## src/inc/bfs_defs.svh

```systemverilog
/*
 * Constants of the breaker-failure supervision block: register offsets,
 * field positions, reset values and timing figures.
 * Assumes it is included by its bare name from files that need it.
 */
`ifndef BFS_DEFS_SVH
`define BFS_DEFS_SVH

// Timing figures in nanoseconds.
`define BFS_CLK_NS 4
`define BFS_PCYC_NS 1000000
`define BFS_STEP_NS 5000000

// Register offsets (byte addresses).
`define BFS_OFS_CTRL 8'h00
`define BFS_OFS_PHTHR 8'h04
`define BFS_OFS_RESTHR 8'h08
`define BFS_OFS_RTDLY 8'h0c
`define BFS_OFS_BFDLY 8'h10
`define BFS_OFS_STATUS 8'h14
`define BFS_OFS_RTCNT 8'h18
`define BFS_OFS_BFCNT 8'h1c

// Control register fields.
`define BFS_CTRL_CRIT_LSB 0
`define BFS_CTRL_RTEN_BIT 2
`define BFS_CTRL_RESUSE_BIT 3
`define BFS_CTRL_MODE_LSB 4

// Status register fields.
`define BFS_ST_COND_LSB 0
`define BFS_ST_MODE_LSB 4
`define BFS_ST_START_BIT 8
`define BFS_ST_RETRIP_BIT 9
`define BFS_ST_BF_BIT 10
`define BFS_ST_BLOCKED_BIT 11
`define BFS_ST_PHUP_BIT 12
`define BFS_ST_RESUP_BIT 13
`define BFS_ST_TRIPMON_BIT 14
`define BFS_ST_BLKIN_BIT 15

// Reset values: thresholds in 0.01 In and 0.001 In, delays in 5 ms steps.
`define BFS_RST_PHTHR 16'h0014
`define BFS_RST_RESTHR 16'h04b0
`define BFS_RST_RTDLY 16'h0014
`define BFS_RST_BFDLY 16'h0028
`define BFS_RST_RTEN 1'b1
`define BFS_RST_RESUSE 1'b0

// Release ratio of the current pick-up, in percent.
`define BFS_RELEASE_PCT 7'h61
`define BFS_FULL_PCT 7'h64

`endif

```

## src/inc/bfs_pkg.sv

```systemverilog
/*
 * Types shared by the breaker-failure supervision block.
 * Assumes nothing beyond a SystemVerilog compiler.
 */
package bfs_pkg;

    typedef enum logic [1:0] {
        CRIT_CURRENT = 2'h0,
        CRIT_CUR_AND_TRIP = 2'h1,
        CRIT_CUR_OR_TRIP = 2'h2
    } bfs_crit_e;

    typedef enum logic [2:0] {
        MODE_ON = 3'h0,
        MODE_BLOCKED = 3'h1,
        MODE_TEST = 3'h2,
        MODE_TEST_BLOCKED = 3'h3,
        MODE_OFF = 3'h4
    } bfs_mode_e;

    typedef enum logic [2:0] {
        COND_NORMAL = 3'h0,
        COND_START = 3'h1,
        COND_RETRIP = 3'h2,
        COND_BREAKER_FAIL = 3'h3,
        COND_ON = 3'h4,
        COND_BLOCKED = 3'h5
    } bfs_cond_e;

    // Gray along idle -> started -> blocked.
    typedef enum logic [1:0] {
        FSM_IDLE = 2'h0,
        FSM_STARTED = 2'h1,
        FSM_BLOCKED = 2'h3
    } bfs_fsm_e;

endpackage

```

## src/rtl/bfs_sync.sv

```systemverilog
/*
 * Three-stage synchroniser for pin inputs.
 * Assumes the inputs are asynchronous to ref_clk; the output follows only
 * once the second and third stages agree.
 */
`timescale 1ns/1ps
`default_nettype none

module bfs_sync #(
    parameter int unsigned WIDTH = 1
) (
    // Clock and reset
    input wire logic ref_clk,
    input wire logic srst,
    // Asynchronous level in, filtered level out
    input wire logic [WIDTH-1:0] asyncIn,
    output logic [WIDTH-1:0] syncOut
);

    typedef struct packed {
        logic [WIDTH-1:0] s1;
        logic [WIDTH-1:0] s2;
        logic [WIDTH-1:0] s3;
        logic [WIDTH-1:0] q;
    } bfs_sync_s;

    bfs_sync_s st;
    bfs_sync_s next_st;

    always_comb begin
        next_st = st;
        next_st.s1 = asyncIn;
        next_st.s2 = st.s1;
        next_st.s3 = st.s2;
        for (int i = 0; i < WIDTH; i++) begin
            if (st.s2[i] == st.s3[i]) begin
                next_st.q[i] = st.s3[i];
            end
        end
    end

    always_ff @(posedge ref_clk) begin
        if (srst) begin
            next_st_reset: st <= '0;
        end else begin
            st <= next_st;
        end
    end

    assign syncOut = st.q;

endmodule

`default_nettype wire

```

## src/rtl/bfs_pickup.sv

```systemverilog
/*
 * Current pick-up of the breaker-failure supervision: three phases and one
 * residual channel, each with its own release hysteresis.
 * Assumes magnitudes and thresholds come from logic on ref_clk, in the same
 * units per channel.
 */
`timescale 1ns/1ps
`default_nettype none
`include "bfs_defs.svh"

module bfs_pickup #(
    parameter int unsigned THR_W = 16
) (
    // Clock and reset
    input wire logic ref_clk,
    input wire logic srst,
    // Measured magnitudes
    input wire logic [THR_W-1:0] phaseMagA,
    input wire logic [THR_W-1:0] phaseMagB,
    input wire logic [THR_W-1:0] phaseMagC,
    input wire logic [THR_W-1:0] resMag,
    // Settings
    input wire logic [THR_W-1:0] phasePickupThreshold,
    input wire logic [THR_W-1:0] residualPickupThreshold,
    input wire logic resUse,
    // Pick-up levels
    output logic phaseUp,
    output logic resUp
);

    typedef struct packed {
        logic [3:0] held;
    } bfs_pick_s;

    bfs_pick_s st;
    bfs_pick_s next_st;
    logic [THR_W-1:0] mags [4];
    logic [THR_W-1:0] thrs [4];
    logic [3:0] level;

    // Holding channels release only below the release ratio of the threshold.
    function automatic logic aboveThr(input logic [THR_W-1:0] mag,
                                      input logic [THR_W-1:0] thr,
                                      input logic held);
        logic [THR_W+6:0] magPct;
        logic [THR_W+6:0] thrPct;
        magPct = (THR_W+7)'(mag) * (THR_W+7)'(`BFS_FULL_PCT);
        thrPct = (THR_W+7)'(thr) * (THR_W+7)'(`BFS_RELEASE_PCT);
        aboveThr = held ? (magPct >= thrPct) : (mag > thr);
    endfunction

    assign mags[0] = phaseMagA;
    assign mags[1] = phaseMagB;
    assign mags[2] = phaseMagC;
    assign mags[3] = resMag;
    assign thrs[0] = phasePickupThreshold;
    assign thrs[1] = phasePickupThreshold;
    assign thrs[2] = phasePickupThreshold;
    assign thrs[3] = residualPickupThreshold;

    for (genvar g = 0; g < 4; g++) begin : gen_chan
        assign level[g] = aboveThr(mags[g], thrs[g], st.held[g]);
    end

    always_comb begin
        next_st = st;
        next_st.held = level;
        if (!resUse) begin
            next_st.held[3] = 1'b0;
        end
    end

    always_ff @(posedge ref_clk) begin
        if (srst) begin
            st <= '0;
        end else begin
            st <= next_st;
        end
    end

    assign phaseUp = |st.held[2:0];
    assign resUp = st.held[3];

endmodule

`default_nettype wire

```

## src/rtl/bfs_supervisor.sv

```systemverilog
/*
 * Breaker-failure supervision: pick-up, blocking, redundant-trip and
 * breaker-failure delay timers, status and a small register port.
 * Assumes current magnitudes from measurement logic on ref_clk, and the
 * blocking and monitored trip levels arriving from pins or other logic.
 */
`timescale 1ns/1ps
`default_nettype none
`include "bfs_defs.svh"

module bfs_supervisor #(
    parameter int unsigned PCYC_CLKS = `BFS_PCYC_NS / `BFS_CLK_NS,
    parameter int unsigned THR_W = 16,
    parameter int unsigned CNT_W = 24
) (
    // Clock and reset
    input wire logic ref_clk,
    input wire logic srst,
    // Register port
    input wire logic [7:0] regAddr,
    input wire logic [31:0] regWrData,
    input wire logic regWr,
    input wire logic regRd,
    output logic [31:0] regRdData,
    // Measured magnitudes
    input wire logic [THR_W-1:0] phaseMagA,
    input wire logic [THR_W-1:0] phaseMagB,
    input wire logic [THR_W-1:0] phaseMagC,
    input wire logic [THR_W-1:0] resMag,
    // Pin levels
    input wire logic blockIn,
    input wire logic tripMonitorIn,
    // Outputs to breaker coils and upstream breaker
    output logic startOut,
    output logic redundantTripOut,
    output logic breakerFailOutput,
    output logic blockedOut,
    // Status
    output logic [2:0] supervisionState,
    output logic [2:0] functionOperatingMode,
    output logic processingTick
);

    localparam logic [CNT_W-1:0] STEP_TICKS = CNT_W'(`BFS_STEP_NS / `BFS_PCYC_NS);
    localparam logic [31:0] TICK_LAST = 32'(PCYC_CLKS - 1);

    typedef struct packed {
        logic [1:0] crit;
        logic retripEn;
        logic resUse;
        logic [2:0] mode;
        logic [THR_W-1:0] phaseThr;
        logic [THR_W-1:0] resThr;
        logic [15:0] rtDelay;
        logic [15:0] bfDelay;
        logic [31:0] tickCnt;
        logic tick;
        logic blkSample;
        bfs_pkg::bfs_fsm_e fsm;
        logic running;
        logic [CNT_W-1:0] rtCnt;
        logic [CNT_W-1:0] bfCnt;
        logic retrip;
        logic bf;
        logic [2:0] cond;
        logic [31:0] rdData;
    } bfs_sup_s;

    bfs_sup_s st;
    bfs_sup_s next_st;
    logic [1:0] pinSync;
    logic phaseUp;
    logic resUp;
    logic overCurrent;
    logic blkNow;
    logic pick;
    logic run;
    logic [CNT_W-1:0] rtLimit;
    logic [CNT_W-1:0] bfLimit;
    logic [CNT_W-1:0] rtNext;
    logic [CNT_W-1:0] bfNext;
    logic gateOff;

    // Blocking and trip monitor are pin levels, so both are synchronised.
    // The filter costs four clocks, far below one processing cycle, yet a
    // change landing just after a tick still waits a whole cycle to count.
    bfs_sync #(
        .WIDTH(2)
    ) u_sync (
        .ref_clk(ref_clk),
        .srst(srst),
        .asyncIn({tripMonitorIn, blockIn}),
        .syncOut(pinSync)
    );

    bfs_pickup #(
        .THR_W(THR_W)
    ) u_pickup (
        .ref_clk(ref_clk),
        .srst(srst),
        .phaseMagA(phaseMagA),
        .phaseMagB(phaseMagB),
        .phaseMagC(phaseMagC),
        .resMag(resMag),
        .phasePickupThreshold(st.phaseThr),
        .residualPickupThreshold(st.resThr),
        .resUse(st.resUse),
        .phaseUp(phaseUp),
        .resUp(resUp)
    );

    assign overCurrent = phaseUp | resUp;

    // Saturating increment keeps an expired timer asserted without wrapping.
    function automatic logic [CNT_W-1:0] satInc(input logic [CNT_W-1:0] v);
        satInc = (&v) ? v : v + CNT_W'(1);
    endfunction

    function automatic logic [CNT_W-1:0] toTicks(input logic [15:0] steps);
        toTicks = CNT_W'(CNT_W'(steps) * STEP_TICKS);
    endfunction

    always_comb begin
        next_st = st;
        next_st.tick = 1'b0;
        next_st.rdData = 32'h0;

        // Register writes.
        if (regWr) begin
            case (regAddr)
                `BFS_OFS_CTRL: begin
                    next_st.crit = regWrData[`BFS_CTRL_CRIT_LSB +: 2];
                    next_st.retripEn = regWrData[`BFS_CTRL_RTEN_BIT];
                    next_st.resUse = regWrData[`BFS_CTRL_RESUSE_BIT];
                    next_st.mode = regWrData[`BFS_CTRL_MODE_LSB +: 3];
                end
                `BFS_OFS_PHTHR: next_st.phaseThr = regWrData[THR_W-1:0];
                `BFS_OFS_RESTHR: next_st.resThr = regWrData[THR_W-1:0];
                `BFS_OFS_RTDLY: begin
                    // With retrip off the delay is frozen and reads zero, as if
                    // the register were absent.
                    if (st.retripEn) begin
                        next_st.rtDelay = regWrData[15:0];
                    end
                end
                `BFS_OFS_BFDLY: next_st.bfDelay = regWrData[15:0];
                default: begin
                end
            endcase
        end

        // Register reads; unmapped offsets read zero.
        if (regRd) begin
            case (regAddr)
                `BFS_OFS_CTRL: begin
                    next_st.rdData[`BFS_CTRL_CRIT_LSB +: 2] = st.crit;
                    next_st.rdData[`BFS_CTRL_RTEN_BIT] = st.retripEn;
                    next_st.rdData[`BFS_CTRL_RESUSE_BIT] = st.resUse;
                    next_st.rdData[`BFS_CTRL_MODE_LSB +: 3] = st.mode;
                end
                `BFS_OFS_PHTHR: next_st.rdData[THR_W-1:0] = st.phaseThr;
                `BFS_OFS_RESTHR: next_st.rdData[THR_W-1:0] = st.resThr;
                `BFS_OFS_RTDLY: begin
                    if (st.retripEn) begin
                        next_st.rdData[15:0] = st.rtDelay;
                    end
                end
                `BFS_OFS_BFDLY: next_st.rdData[15:0] = st.bfDelay;
                `BFS_OFS_STATUS: begin
                    next_st.rdData[`BFS_ST_COND_LSB +: 3] = st.cond;
                    next_st.rdData[`BFS_ST_MODE_LSB +: 3] = st.mode;
                    next_st.rdData[`BFS_ST_START_BIT] = (st.fsm == bfs_pkg::FSM_STARTED);
                    // Retrip and failure bits are taken before test gating, so a
                    // test run still shows what the coils would have done.
                    next_st.rdData[`BFS_ST_RETRIP_BIT] = st.retrip;
                    next_st.rdData[`BFS_ST_BF_BIT] = st.bf;
                    next_st.rdData[`BFS_ST_BLOCKED_BIT] = (st.fsm == bfs_pkg::FSM_BLOCKED);
                    next_st.rdData[`BFS_ST_PHUP_BIT] = phaseUp;
                    next_st.rdData[`BFS_ST_RESUP_BIT] = resUp;
                    next_st.rdData[`BFS_ST_TRIPMON_BIT] = pinSync[1];
                    next_st.rdData[`BFS_ST_BLKIN_BIT] = st.blkSample;
                end
                `BFS_OFS_RTCNT: next_st.rdData[CNT_W-1:0] = st.rtCnt;
                `BFS_OFS_BFCNT: next_st.rdData[CNT_W-1:0] = st.bfCnt;
                default: next_st.rdData = 32'h0;
            endcase
        end

        // Processing-cycle divider.
        // It starts from zero at reset, so the first decision falls
        // PCYC_CLKS clocks after release.
        if (st.tickCnt >= TICK_LAST) begin
            next_st.tickCnt = 32'h0;
            next_st.tick = 1'b1;
        end else begin
            next_st.tickCnt = st.tickCnt + 32'h1;
        end

        // Blocking is the sampled pin or a blocking operating mode.
        blkNow = pinSync[0]
               || (st.mode == bfs_pkg::MODE_BLOCKED)
               || (st.mode == bfs_pkg::MODE_TEST_BLOCKED);

        // Mode-dependent pick-up and timer run conditions.
        case (st.crit)
            bfs_pkg::CRIT_CUR_AND_TRIP: begin
                pick = overCurrent;
                run = overCurrent & pinSync[1];
            end
            bfs_pkg::CRIT_CUR_OR_TRIP: begin
                pick = overCurrent | pinSync[1];
                run = pick;
            end
            default: begin
                pick = overCurrent;
                run = overCurrent;
            end
        endcase
        if (st.mode == bfs_pkg::MODE_OFF) begin
            pick = 1'b0;
            run = 1'b0;
        end

        rtLimit = toTicks(st.rtDelay);
        bfLimit = toTicks(st.bfDelay);
        rtNext = satInc(st.rtCnt);
        bfNext = satInc(st.bfCnt);

        // All decisions except the retrip-enable release happen once per processing cycle on the tick.
        // A pick-up that drops and returns between two ticks is never seen to
        // drop, so the timers keep counting: a tick is the finest release.
        if (st.tick) begin
            next_st.blkSample = blkNow;
            if (pick && !blkNow) begin
                next_st.fsm = bfs_pkg::FSM_STARTED;
                next_st.running = run;
                if (run) begin
                    // One condition drives both timers in lockstep.
                    next_st.rtCnt = rtNext;
                    next_st.bfCnt = bfNext;
                    next_st.retrip = st.retripEn && (rtNext >= rtLimit);
                    next_st.bf = (bfNext >= bfLimit);
                end else begin
                    next_st.rtCnt = '0;
                    next_st.bfCnt = '0;
                    next_st.retrip = 1'b0;
                    next_st.bf = 1'b0;
                end
            end else begin
                // Blocking after start releases exactly like a pick-up drop.
                next_st.fsm = pick ? bfs_pkg::FSM_BLOCKED : bfs_pkg::FSM_IDLE;
                next_st.running = 1'b0;
                next_st.rtCnt = '0;
                next_st.bfCnt = '0;
                next_st.retrip = 1'b0;
                next_st.bf = 1'b0;
            end
        end

        // Disabling redundant trip removes its output at once.
        if (!next_st.retripEn) begin
            next_st.retrip = 1'b0;
        end

        // Condition shown to software, most severe first.
        // On means started with the timers cleared to zero, as when current waits for
        // the monitored trip.
        if (next_st.fsm == bfs_pkg::FSM_BLOCKED) begin
            next_st.cond = bfs_pkg::COND_BLOCKED;
        end else if (next_st.bf) begin
            next_st.cond = bfs_pkg::COND_BREAKER_FAIL;
        end else if (next_st.retrip) begin
            next_st.cond = bfs_pkg::COND_RETRIP;
        end else if (next_st.fsm == bfs_pkg::FSM_STARTED && !next_st.running) begin
            next_st.cond = bfs_pkg::COND_ON;
        end else if (next_st.fsm == bfs_pkg::FSM_STARTED) begin
            next_st.cond = bfs_pkg::COND_START;
        end else begin
            next_st.cond = bfs_pkg::COND_NORMAL;
        end
    end

    always_ff @(posedge ref_clk) begin
        if (srst) begin
            st <= '0;
            st.crit <= bfs_pkg::CRIT_CURRENT;
            st.retripEn <= `BFS_RST_RTEN;
            st.resUse <= `BFS_RST_RESUSE;
            st.mode <= bfs_pkg::MODE_ON;
            st.phaseThr <= THR_W'(`BFS_RST_PHTHR);
            st.resThr <= THR_W'(`BFS_RST_RESTHR);
            st.rtDelay <= `BFS_RST_RTDLY;
            st.bfDelay <= `BFS_RST_BFDLY;
            st.fsm <= bfs_pkg::FSM_IDLE;
            st.cond <= bfs_pkg::COND_NORMAL;
        end else begin
            st <= next_st;
        end
    end

    // Both test modes keep breaker coils quiet, and MODE_TEST still runs the timers and status,
    // so a bench test can never open a live breaker.
    assign gateOff = (st.mode == bfs_pkg::MODE_TEST)
                  || (st.mode == bfs_pkg::MODE_TEST_BLOCKED);

    assign regRdData = st.rdData;
    assign startOut = (st.fsm == bfs_pkg::FSM_STARTED);
    assign blockedOut = (st.fsm == bfs_pkg::FSM_BLOCKED);
    assign redundantTripOut = st.retrip && !gateOff;
    assign breakerFailOutput = st.bf && !gateOff;
    assign supervisionState = st.cond;
    assign functionOperatingMode = st.mode;
    assign processingTick = st.tick;

endmodule

`default_nettype wire

```

## config.mk

```make
export PLATFORM = sky130hd
export DESIGN_NAME = bfs_supervisor
export DESIGN_NICKNAME = d
export VERILOG_FILES = /design/src/inc/bfs_pkg.sv /design/src/rtl/bfs_sync.sv /design/src/rtl/bfs_pickup.sv /design/src/rtl/bfs_supervisor.sv
export VERILOG_INCLUDE_DIRS = /design/src /design/src/inc
export SDC_FILE = /design/constraint.sdc
export NUM_CORES = 1
export LEC_CHECK = 0
export BUFFER_PORTS_ARGS = -buffer_cell sky130_fd_sc_hd__clkbuf_2
export CORE_MARGIN = 2
export CORE_UTILIZATION = 50
export DETAILED_ROUTE_END_ITERATION = 6
export GPL_TIMING_DRIVEN = 0
export PLACE_DENSITY = 0.65
export SLEW_MARGIN = 15
export SYNTH_ARGS = -nofsm -noshare
export SYNTH_HDL_FRONTEND = slang
export SYNTH_SLANG_ARGS = --single-unit
```

## constraint.sdc

```tcl
create_clock -name ref_clk -period 6.35 [get_ports ref_clk]
set_clock_uncertainty 0.15 [all_clocks]
set_input_delay 1.905 -clock ref_clk [delete_from_list [all_inputs] [get_ports ref_clk]]
set_output_delay 1.905 -clock ref_clk [all_outputs]
set_load 0.02 [all_outputs]
```

==> results.toml, run 1 <==
[status]
outcome = "finished, final reports clean"

[timing]
final.setup.tns_ns = 0
hold_viol = 0
timing.fmax_mhz = 163
post-route-min-period_ns = 6.15
max_slew.worst_pin.slew_ns = 1.05
report.final.slew_viol_count = 0
setup_slack_ns = 0.204
relSlewSlack_pct = 29.8
fin_crit_sh_pct = 96.8
setup_viol = 0

[power_and_ir_drop]
powerDensity_mw_per_mm2 = 170
leakagePower_uw = 0.0131
ir_drop_v = 0.000126

[setup_path]
worst-r2r-cell-count = 18
cp_slowest_cell = "fa_1"
crit_path_max_incr_delay_ns = 0.52
ff2ff_setup_slack_ns = 0.73
crit_cells = 21
start_kind = "primary input"
startpoint = "resMag[2]"
rr_startpoint = "st[171]"
critPathKind = "in2reg"
crit_path_max_fanout = 5
cp.buffers_inverters = 2
cp-end-kind = "register"
crit_family = "compound AO/OA/AOI/OAI gates"
crit_top_cell = "ha_1"
cp.arrival_ns = 6.33
worstPathRequired_ns = 6.53
crit_path_end = "u_pickup.st[3]"
r2r-end = "u_pickup.st[0]"
path_cells = "clkbuf_2 -> ha_1 -> ha_1 -> fa_1 -> ha_4 -> a211oi_2 -> nor2_1 -> o41a_1 -> a211o_1 -> o41ai_4 -> buf_4 -> o21bai_1 -> a21oi_1 -> xnor2_1 -> ha_1 -> a21oi_1 -> nor2b_1 -> o211ai_1 -> nand4b_1 -> a21oi_2 -> a211oi_1"

[drt]
drt_iter0_markers = 1705
wire_per_inst_um = 19.2
ant_nets = 0
routed_via_density = 5.85
drc_errors = 0
wl_um = 71500
vias = 21722
dr.pass1.iters = 7

[run]
drv_cap = 0

[global_route]
grt.total_usage_pct = 28.7
antenna_found_initial = 2
grt_pass1_wl_um = 113000
grt_max_degree = 20
grt_pass1_vias = 21194
grt-ovfl-total = 0

[cells_and_area]
fin_nets = 3856
fillers = 4486
area_delta_synth_final_pct = 9.09
final_util_pct = 55.3
drive_gt1_share_pct = 8.87

[synthesis]
synthArstFlopShare_pct = 0
synth_area_mm2 = 0.0241
yosys-top-cells-area = "ha_1, dfxtp_1, inv_1"
synth_top_area_share_pct = 31.0
synth.largest_area_cell = "ha_1"
synthTopCellsByCount = "ha_1, inv_1, nand2_1"
synth_seq_cells = 197
ys.warnings.count = 0
yosysUniqueCellTypes = 83
synth-main-ff-cell = "dfxtp_1"
synth-edff-count = 0
ys_seq_area_share_pct = 16.3
syn-instance-count = 2916
post-synth-top-count-cell = "ha_1"
syn_avg_cell_area_um2 = 8.28

[placed_design]
port_buffers = 128
hpwl_um = 58300
place_ws_ns = -0.412
place_congestion = 0.978

[floorplan]
die_h_um = 224
dieArea_mm2 = 0.0500
rows = 80
dieWidth_um = 224
start_util_pct = 50.7
coreArea_mm2 = 0.0476
ios = 153

[clocking]
htree_levels = 4
clk_pin_slew_ns = 0.08
hold_buffers = 0
numCtsBuffers = 17
cts_buffer_depth = 2
clk_latency_ns = 0.46
cts_sinks = 197
cts_tree = "built"
cts-root-buf = "clkbuf_16"

[min_path]
min_path_type = "reg2reg"
## layer usage
layer	routed length, µm	vias up	global-route usage (%)
li1	-	10622	-
met1	31700	10296	37.8
met2	32800	670	48.7
met3	4470	134	3.27
met4	2480	0	10.1
met5	0	-	0
## report_power, final
group | switching (µW) | internal (µW) | total (µW)
logic | 1140 | 914 | 2060
registers | 24.6 | 1250 | 1280
clock network | 566 | 571 | 1140
## worst reg2reg max path, stage by stage, from the launching register on
cell	delay [ns]
dfxtp_1	0.63
ha_1	0.33
ha_1	0.21
ha_1	0.28
ha_1	0.28
ha_1	0.36
nor2b_1	0.17
o31ai_1	0.48
a211oi_1	0.22
o31a_1	0.38
a31oi_1	0.27
xor2_1	0.60
ha_1	0.37
a21oi_1	0.16
nor2b_1	0.05
o21ai_0	0.15
nand4b_1	0.10
a41oi_1	0.20
a2111oi_0	0.08
## metrics by stage
step / hold WS [ns] / instances / total power [µW] / cell area (µm²)
CTS: 0.298 / 3712 / 4440 / 26200
finish: 0.294 / 3715 / 4470 / 26300
global route: 0.313 / 3714 / 4820 / 26300
global placement: 0.274 / 3680 / 3220 / 25600
detailed placement: 0.280 / 3680 / 3300 / 25600
floorplan: 0.263 / 2937 / 2810 / 24200
## sequential cells by signal, summed over array words and instances, names as in the netlist
| register | cells |
|---|---|
| st | 154 |
| regRdData | 24 |
| u_pickup.st | 4 |
| u_sync.next_st | 4 |
| functionOperatingMode | 3 |
| supervisionState | 3 |
| u_sync.st | 2 |
| u_sync.syncOut | 2 |
| processingTick | 1 |
## placed cells by master, fill, tap and decap left out, types with 33 or more instances in the layout
master | synthesis | layout
ha_1 | 598 | 596
inv_1 | 332 | 332
nand2_1 | 256 | 256
a21oi_1 | 199 | 197
dfxtp_1 | 197 | 197
nor2_1 | 172 | 172
clkbuf_2 | 2 | 130
xnor2_1 | 92 | 92
o21ai_0 | 91 | 89
xor2_1 | 70 | 70
a21o_1 | 65 | 65
fa_1 | 62 | 62
nand3_1 | 61 | 61
nor3_1 | 52 | 52
a22oi_1 | 52 | 52
clkbuf_1 | 50 | 50
buf_4 | 42 | 44
nor2b_1 | 41 | 41
and3_1 | 37 | 37
nand4_1 | 35 | 35
a31oi_1 | 34 | 33
o21a_1 | 33 | 33
## worst min-delay path by stage
stage / startpoint / end / slack [ns] / cells past startpoint
detailed placement: u_sync.next_st[4] / u_sync.next_st[2] / 0.28 / 1
global route: u_sync.next_st[5] / u_sync.next_st[3] / 0.31 / 1
CTS: u_sync.next_st[4] / u_sync.next_st[2] / 0.30 / 1
floorplan: st[90] / st[90] / 0.26 / 1
global placement: st[90] / st[90] / 0.27 / 1
finish: u_sync.next_st[4] / u_sync.next_st[2] / 0.29 / 1
## cell type report
class	instances	area, µm²	area share (%)
diodes	1	2.50	0.00950
well taps	615	769	2.92
clock buffers	18	439	1.67
multi-input cells	2286	18500	70.1
flip-flops and latches	197	3940	15.0
repair buffers	130	656	2.49
inverters	333	1250	4.75
clock inverters	14	163	0.618
plain buffers	121	646	2.45
## kinds of logic (layout without fill, tap and decap cells)
kind of cell,count (synthesis),count (layout),synth area share (%)
AND/OR/NAND/NOR,794,794,16.1
adder cells (fa/ha/maj),660,660,36.1
AO/OA/AOI/OAI,644,644,17.5
buffers and inverters,454,616,7.85
flip-flops,197,197,16.3
XOR/XNOR,162,162,5.88
multiplexers,4,4,0.171
other,1,23,0.0155
## timing repair
item                       CTS  global route
setup endpoints to repair    0             3
resized for setup            0            14
setup buffers                0             2
Note: power is estimated with default switching activity, not from simulation.
==> run 2: changes to the inputs <==
CELL_PAD_IN_SITES_DETAIL_PLACEMENT = 1   (was not set)
CELL_PAD_IN_SITES_GLOBAL_PLACEMENT = 2   (was not set)
CORE_UTILIZATION = 39   (was 50)
PLACE_DENSITY = 0.8   (was 0.65)
REMOVE_ABC_BUFFERS = 1   (was not set)
==> results.toml, run 2 (synthesis gave the netlist of run 1 again) <==
[cells_and_area]
regMostFlops = "st"
area_delta_synth_final_pct = 8.16
drive_gt1_share_pct = 7.44
layout_common_cells = "ha_1, inv_1, nand2_1"
stdcell_area_mm2 = 0.0261
largest_reg_flops = 154
fillers = 7406
final_util_pct = 42.5
fin_nets = 3741
final_common_cell = "ha_1"

[setup_path]
cp-end-kind = "register"
cp.arrival_ns = 6.36
ff2ff_setup_slack_ns = 0.53
crit_path_max_fanout = 5
worstPathRequired_ns = 6.54
critPathKind = "in2reg"
start_kind = "primary input"

[drt]
vias = 21434
routed_via_density = 5.67
ant_nets = 0
dr.pass1.iters = 6
drt_iter0_markers = 1092
wl_met1_um = 34700
highest_layer = "met4"
wl_um = 78300
wire_per_inst_um = 20.7
route.met3.wl_um = 3480
drc_errors = 0
met2WireLength_um = 37500

[min_path]
min_path_type = "reg2reg"

[timing]
fin_crit_sh_pct = 97.2
relSlewSlack_pct = 41.9
hold_viol = 0
report.final.slew_viol_count = 0
post-route-min-period_ns = 6.17
max_slew.worst_pin.slew_ns = 0.865
setup_viol = 0
timing.fmax_mhz = 162
setup_slack_ns = 0.178

[clocking]
cts_buffer_depth = 2
htree_levels = 4
clk_pin_slew_ns = 0.08
cts_tree = "built"
cts_sinks = 197
clk_latency_ns = 0.47
cts-root-buf = "clkbuf_16"
numCtsBuffers = 17
hold_buffers = 0

[power_and_ir_drop]
ir_drop_v = 0.000101
powerDensity_mw_per_mm2 = 172
leakagePower_uw = 0.0127

[placed_design]
place_area_mm2 = 0.0254
place_congestion = 0.896
port_buffers = 128
hpwl_um = 63800
place_ws_ns = -0.455

[global_route]
grt.total_usage_pct = 24.8
grt_max_degree = 81
grt_pass1_vias = 22853
antenna_found_initial = 6
grt-ovfl-total = 0
grt_pass1_wl_um = 124000

[floorplan]
ios = 153
die_h_um = 253
dieArea_mm2 = 0.0639
dieWidth_um = 253
start_util_pct = 39.3
rows = 91
coreArea_mm2 = 0.0615

[run]
drv_cap = 0

[status]
outcome = "finished, final reports clean"
[run 2: report_power, final]
group / total (µW) / switching (µW) / internal (µW)
Combinational: 2100 / 1170 / 934
Sequential: 1280 / 27.4 / 1250
Clock: 1100 / 580 / 522
Total: 4480 / 1780 / 2710
[run 2: cell type report]
type | instances | area (µm²) | share of cell area (%)
inverter | 333 | 1250 | 4.79
sequential | 197 | 3950 | 15.1
tap | 790 | 988 | 3.79
antenna | 4 | 10.0 | 0.0383
clock inverter | 14 | 139 | 0.532
clock buffer | 18 | 429 | 1.64
multi-input combinational | 2286 | 18500 | 71.0
timing repair buffer | 136 | 800 | 3.06
[run 2: critical path: stages]
cell and delay, ns:
buf_2 0.15, ha_4 0.26, ha_4 0.24, fa_1 0.51, ha_4 0.21, a211oi_2 0.22
nor2_2 0.08, o41a_1 0.42, a211o_1 0.36, o41ai_4 0.39, xnor2_1 0.18, ha_1 0.27
a21o_1 0.16, a21o_1 0.17, a21oi_1 0.14, nor2b_1 0.06, o211ai_1 0.19, nand4b_1 0.18
a21oi_1 0.16, a211oi_1 0.09
[run 2: routing by layer]
| metal | up-vias | GRT usage, % |
|---|---|---|
| met2 | 437 | 43.4 |
| met4 | 0 | 8.23 |
| met1 | 10488 | 30.7 |
| met3 | 136 | 4.16 |
| li1 | 10373 | - |
| met5 | - | 0 |
[run 2: what timing repair did]
| item | 4_1_cts | 5_1_grt |
|---|---|---|
| gates cloned | 0 | 0 |
| pin swaps | 0 | 9 |
| setup buffers | 0 | 1 |
| gates resized for setup | 1 | 24 |
| setup endpoints to repair | 1 | 3 |
| endpoints found under the hold margin | 0 | 0 |
[run 2: stage by stage]
stage	hold slack (ns)	setup TNS [ns]	power (µW)	instances
6_report	0.293	0	4480	3778
2_1_floorplan	0.263	0	2780	2816
4_1_cts	0.296	0	4480	3773
5_1_grt	0.322	-0.0192	4870	3776
3_5_place_dp	0.278	-1.25	3370	3741
3_3_place_gp	0.275	-15.02	3220	3734
[run 2: path summary, 6_finish.rpt]
kind	cells after the start	to	from
setup / recovery	20	u_pickup.st[3]	resMag[2]
setup reg to reg	18	u_pickup.st[0]	st[173]
hold / removal	1	u_sync.next_st[2]	u_sync.next_st[4]
hold reg to reg	1	u_sync.next_st[2]	u_sync.next_st[4]
==> run 3: changes to the inputs <==
CAP_MARGIN = 5   (was not set)
SYNTH_HIERARCHICAL = 1   (was not set)
==> results.toml, run 3 <==
[clocking]
cts_buffer_depth = 2
cts_sinks = 197
cts-root-buf = "clkbuf_16"
clk_latency_ns = 0.47
cts_tree = "built"
numCtsBuffers = 17
htree_levels = 4
hold_buffers = 0
clk_pin_slew_ns = 0.08

[synthesis]
synth.largest_area_cell = "ha_1"
synth-main-ff-cell = "dfxtp_1"
synth_area_mm2 = 0.0242
synth-edff-count = 0
ys.warnings.count = 6
post-synth-top-count-cell = "ha_1"
synth-xor-area-share_pct = 5.92
synthAdderAreaFrac_pct = 35.4
ys_seq_area_share_pct = 16.3
synthSimpleGateAreaFrac_pct = 15.6
syn_avg_cell_area_um2 = 8.34
synthArstFlopShare_pct = 0
synthTopCellsByCount = "ha_1, inv_1, nand2_1"
syn-instance-count = 2906
synth_top_family_by_area = "adder cells"
yosys-top-cells-area = "ha_1, dfxtp_1, fa_1"
yosysUniqueCellTypes = 94
synth_mux_area_share_pct = 2.19
synth_seq_cells = 197
synth_top_area_share_pct = 30.2
synth_compound_area_share_pct = 17.6

[timing]
setup_viol = 0
max_slew.worst_pin.slew_ns = 1.02
post-route-min-period_ns = 6.04
relSlewSlack_pct = 31.8
final.setup.tns_ns = 0
hold_viol = 0
rsz0062_at_grt = "no"
timing.fmax_mhz = 166
report.final.slew_viol_count = 0
fin_crit_sh_pct = 95.1

[power_and_ir_drop]
swShare_pct = 38.7
p_int_uw = 2650
ir_drop_v = 0.000220
clkPwrFrac_pct = 24.9
switching_power_uw = 1670
pwr-share-comb_pct = 45.8
leakagePower_uw = 0.0125
pwr-share-seq_pct = 29.4
powerDensity_mw_per_mm2 = 166

[floorplan]
ios = 153
rows = 91
start_util_pct = 39.3
dieArea_mm2 = 0.0642
coreArea_mm2 = 0.0616
die_h_um = 253
dieWidth_um = 253

[drt]
ant_nets = 0
dr.pass1.iters = 5
drt_iter0_markers = 934
drc_errors = 0
routed_via_density = 5.60
wire_per_inst_um = 20.4
vias = 21343
wl_um = 77500

[global_route]
grt_max_degree = 106
grt_pass1_vias = 22499
gr-usage-met2_pct = 41.4
grt_pass1_wl_um = 122000
use_met3_pct = 2.33
grt.total_usage_pct = 24.3
busiest_layer = "met2"
grt-ovfl-total = 0
met1_usage_pct = 32.4
antenna_found_initial = 3

[placed_design]
place_area_mm2 = 0.0255
port_buffers = 128
hpwl_um = 63200
place_inst = 3775
place_congestion = 0.879

[status]
outcome = "finished, final reports clean"

[min_path]
hold_path_depth = 1
min_path_type = "reg2reg"

[cells_and_area]
regMostFlops = "st"
final_common_cell = "ha_1"
insertedDiodeCount = 0
largest_reg_flops = 154
stdcell_area_mm2 = 0.0261
fin_cells = 3808
drive_gt1_share_pct = 7.74
area_delta_synth_final_pct = 7.74
layout_common_cells = "ha_1, inv_1, nand2_1"
fin_nets = 3717

[setup_path]
cp-end-kind = "register"
crit_path_max_fanout = 4
worst-r2r-cell-count = 21
ff2ff_setup_slack_ns = 0.45
worstPathRequired_ns = 6.56
critPathKind = "in2reg"
start_kind = "primary input"
cp.arrival_ns = 6.25

[run]
drv_cap = 0
-- run 3: cell types whose count changed after synthesis, sizes merged, moves of 11 or more --
cell    previous run  this run
nor2             175       195
ha               598       585
a21o              65        53
inv              332       284
o211ai            15        26
o21a              33        49
and3              37        16
a31oi             34        23
a22oi             52        37
nand3             62        78
mux2i              3        44
clkbuf            52        64
-- run 3: per-stage QoR --
stage | util, % | setup slack [ns] | total power, µW | hold slack, ns
2_1_floorplan | - | 0.379 | 2690 | 0.264
3_3_place_gp | 41.2 | -0.713 | 3120 | 0.279
3_5_place_dp | 41.4 | -0.274 | 3230 | 0.279
4_1_cts | 42.3 | 0.186 | 4320 | 0.303
5_1_grt | 42.4 | 0.00258 | 4670 | 0.316
6_report | 42.4 | 0.309 | 4330 | 0.295
-- run 3: worst max-delay path, cell delays in order --
cell and delay (ns):
clkbuf_2 0.15, ha_1 0.32, ha_1 0.31, ha_1 0.33
fa_1 0.51, a211oi_2 0.32, o21bai_1 0.11, a21oi_1 0.18
xnor2_1 0.16, ha_1 0.27, nand4_1 0.12, nor2_1 0.06
a211o_1 0.26, a221oi_1 0.29, o41ai_1 0.13, maj3_1 0.36
a21oi_1 0.15, o21ai_0 0.10, o211ai_1 0.12, a211oi_2 0.09
-- run 3: final cells by class --
cell class              count  area, µm²
fillers                  7374      35500
multi-input cells        2321      18700
flip-flops and latches    197       3950
inverters                 284       1070
well taps                 837       1050
repair buffers            139        764
clock buffers              18        429
clock inverters            12        121
-- run 3: cell families (layout without fill, tap and decap cells) --
kind of cell | count (synthesis) | count (layout)
simple gates | 792 | 792
fa+ha+maj | 648 | 648
compound gates | 644 | 644
buf+inv | 409 | 453
flops | 197 | 197
xor+xnor | 163 | 163
mux | 52 | 52
other cells | 1 | 22
-- run 3: power by group through the flow --
stage                     clock [µW]  sequential, µW  combinational, µW
after floorplan                    0            1290               1400
after detailed placement           0            1300               1930
after CTS                       1100            1270               1950
final                           1080            1270               1980
after global placement             0            1300               1820
after global routing            1150            1270               2260
-- run 3: timing repair --
action | 4_1_cts | 5_1_grt
endpoints found under the setup margin | 0 | 3
buffers inserted | 0 | 3
resized for setup | 0 | 13
hold endpoints to repair | 0 | 0
-- run 3: final timing paths --
check,end,from
hold reg to reg,u_sync/next_st[2],u_sync/next_st[4]
hold / removal,u_sync/next_st[2],u_sync/next_st[4]
setup / recovery,u_pickup/st[0],phaseMagA[1]
setup reg to reg,u_pickup/st[0],st[175]
-- run 3: per-layer routing --
| layer | wire length (µm) | part of all wire, % | up-vias |
|---|---|---|---|
| li1 | - | - | 10375 |
| met1 | 36500 | 47 | 10498 |
| met2 | 36300 | 47 | 359 |
| met3 | 2480 | 3.2 | 109 |
| met4 | 2240 | 2.9 | 2 |
| met5 | 10 | 0.013 | - |
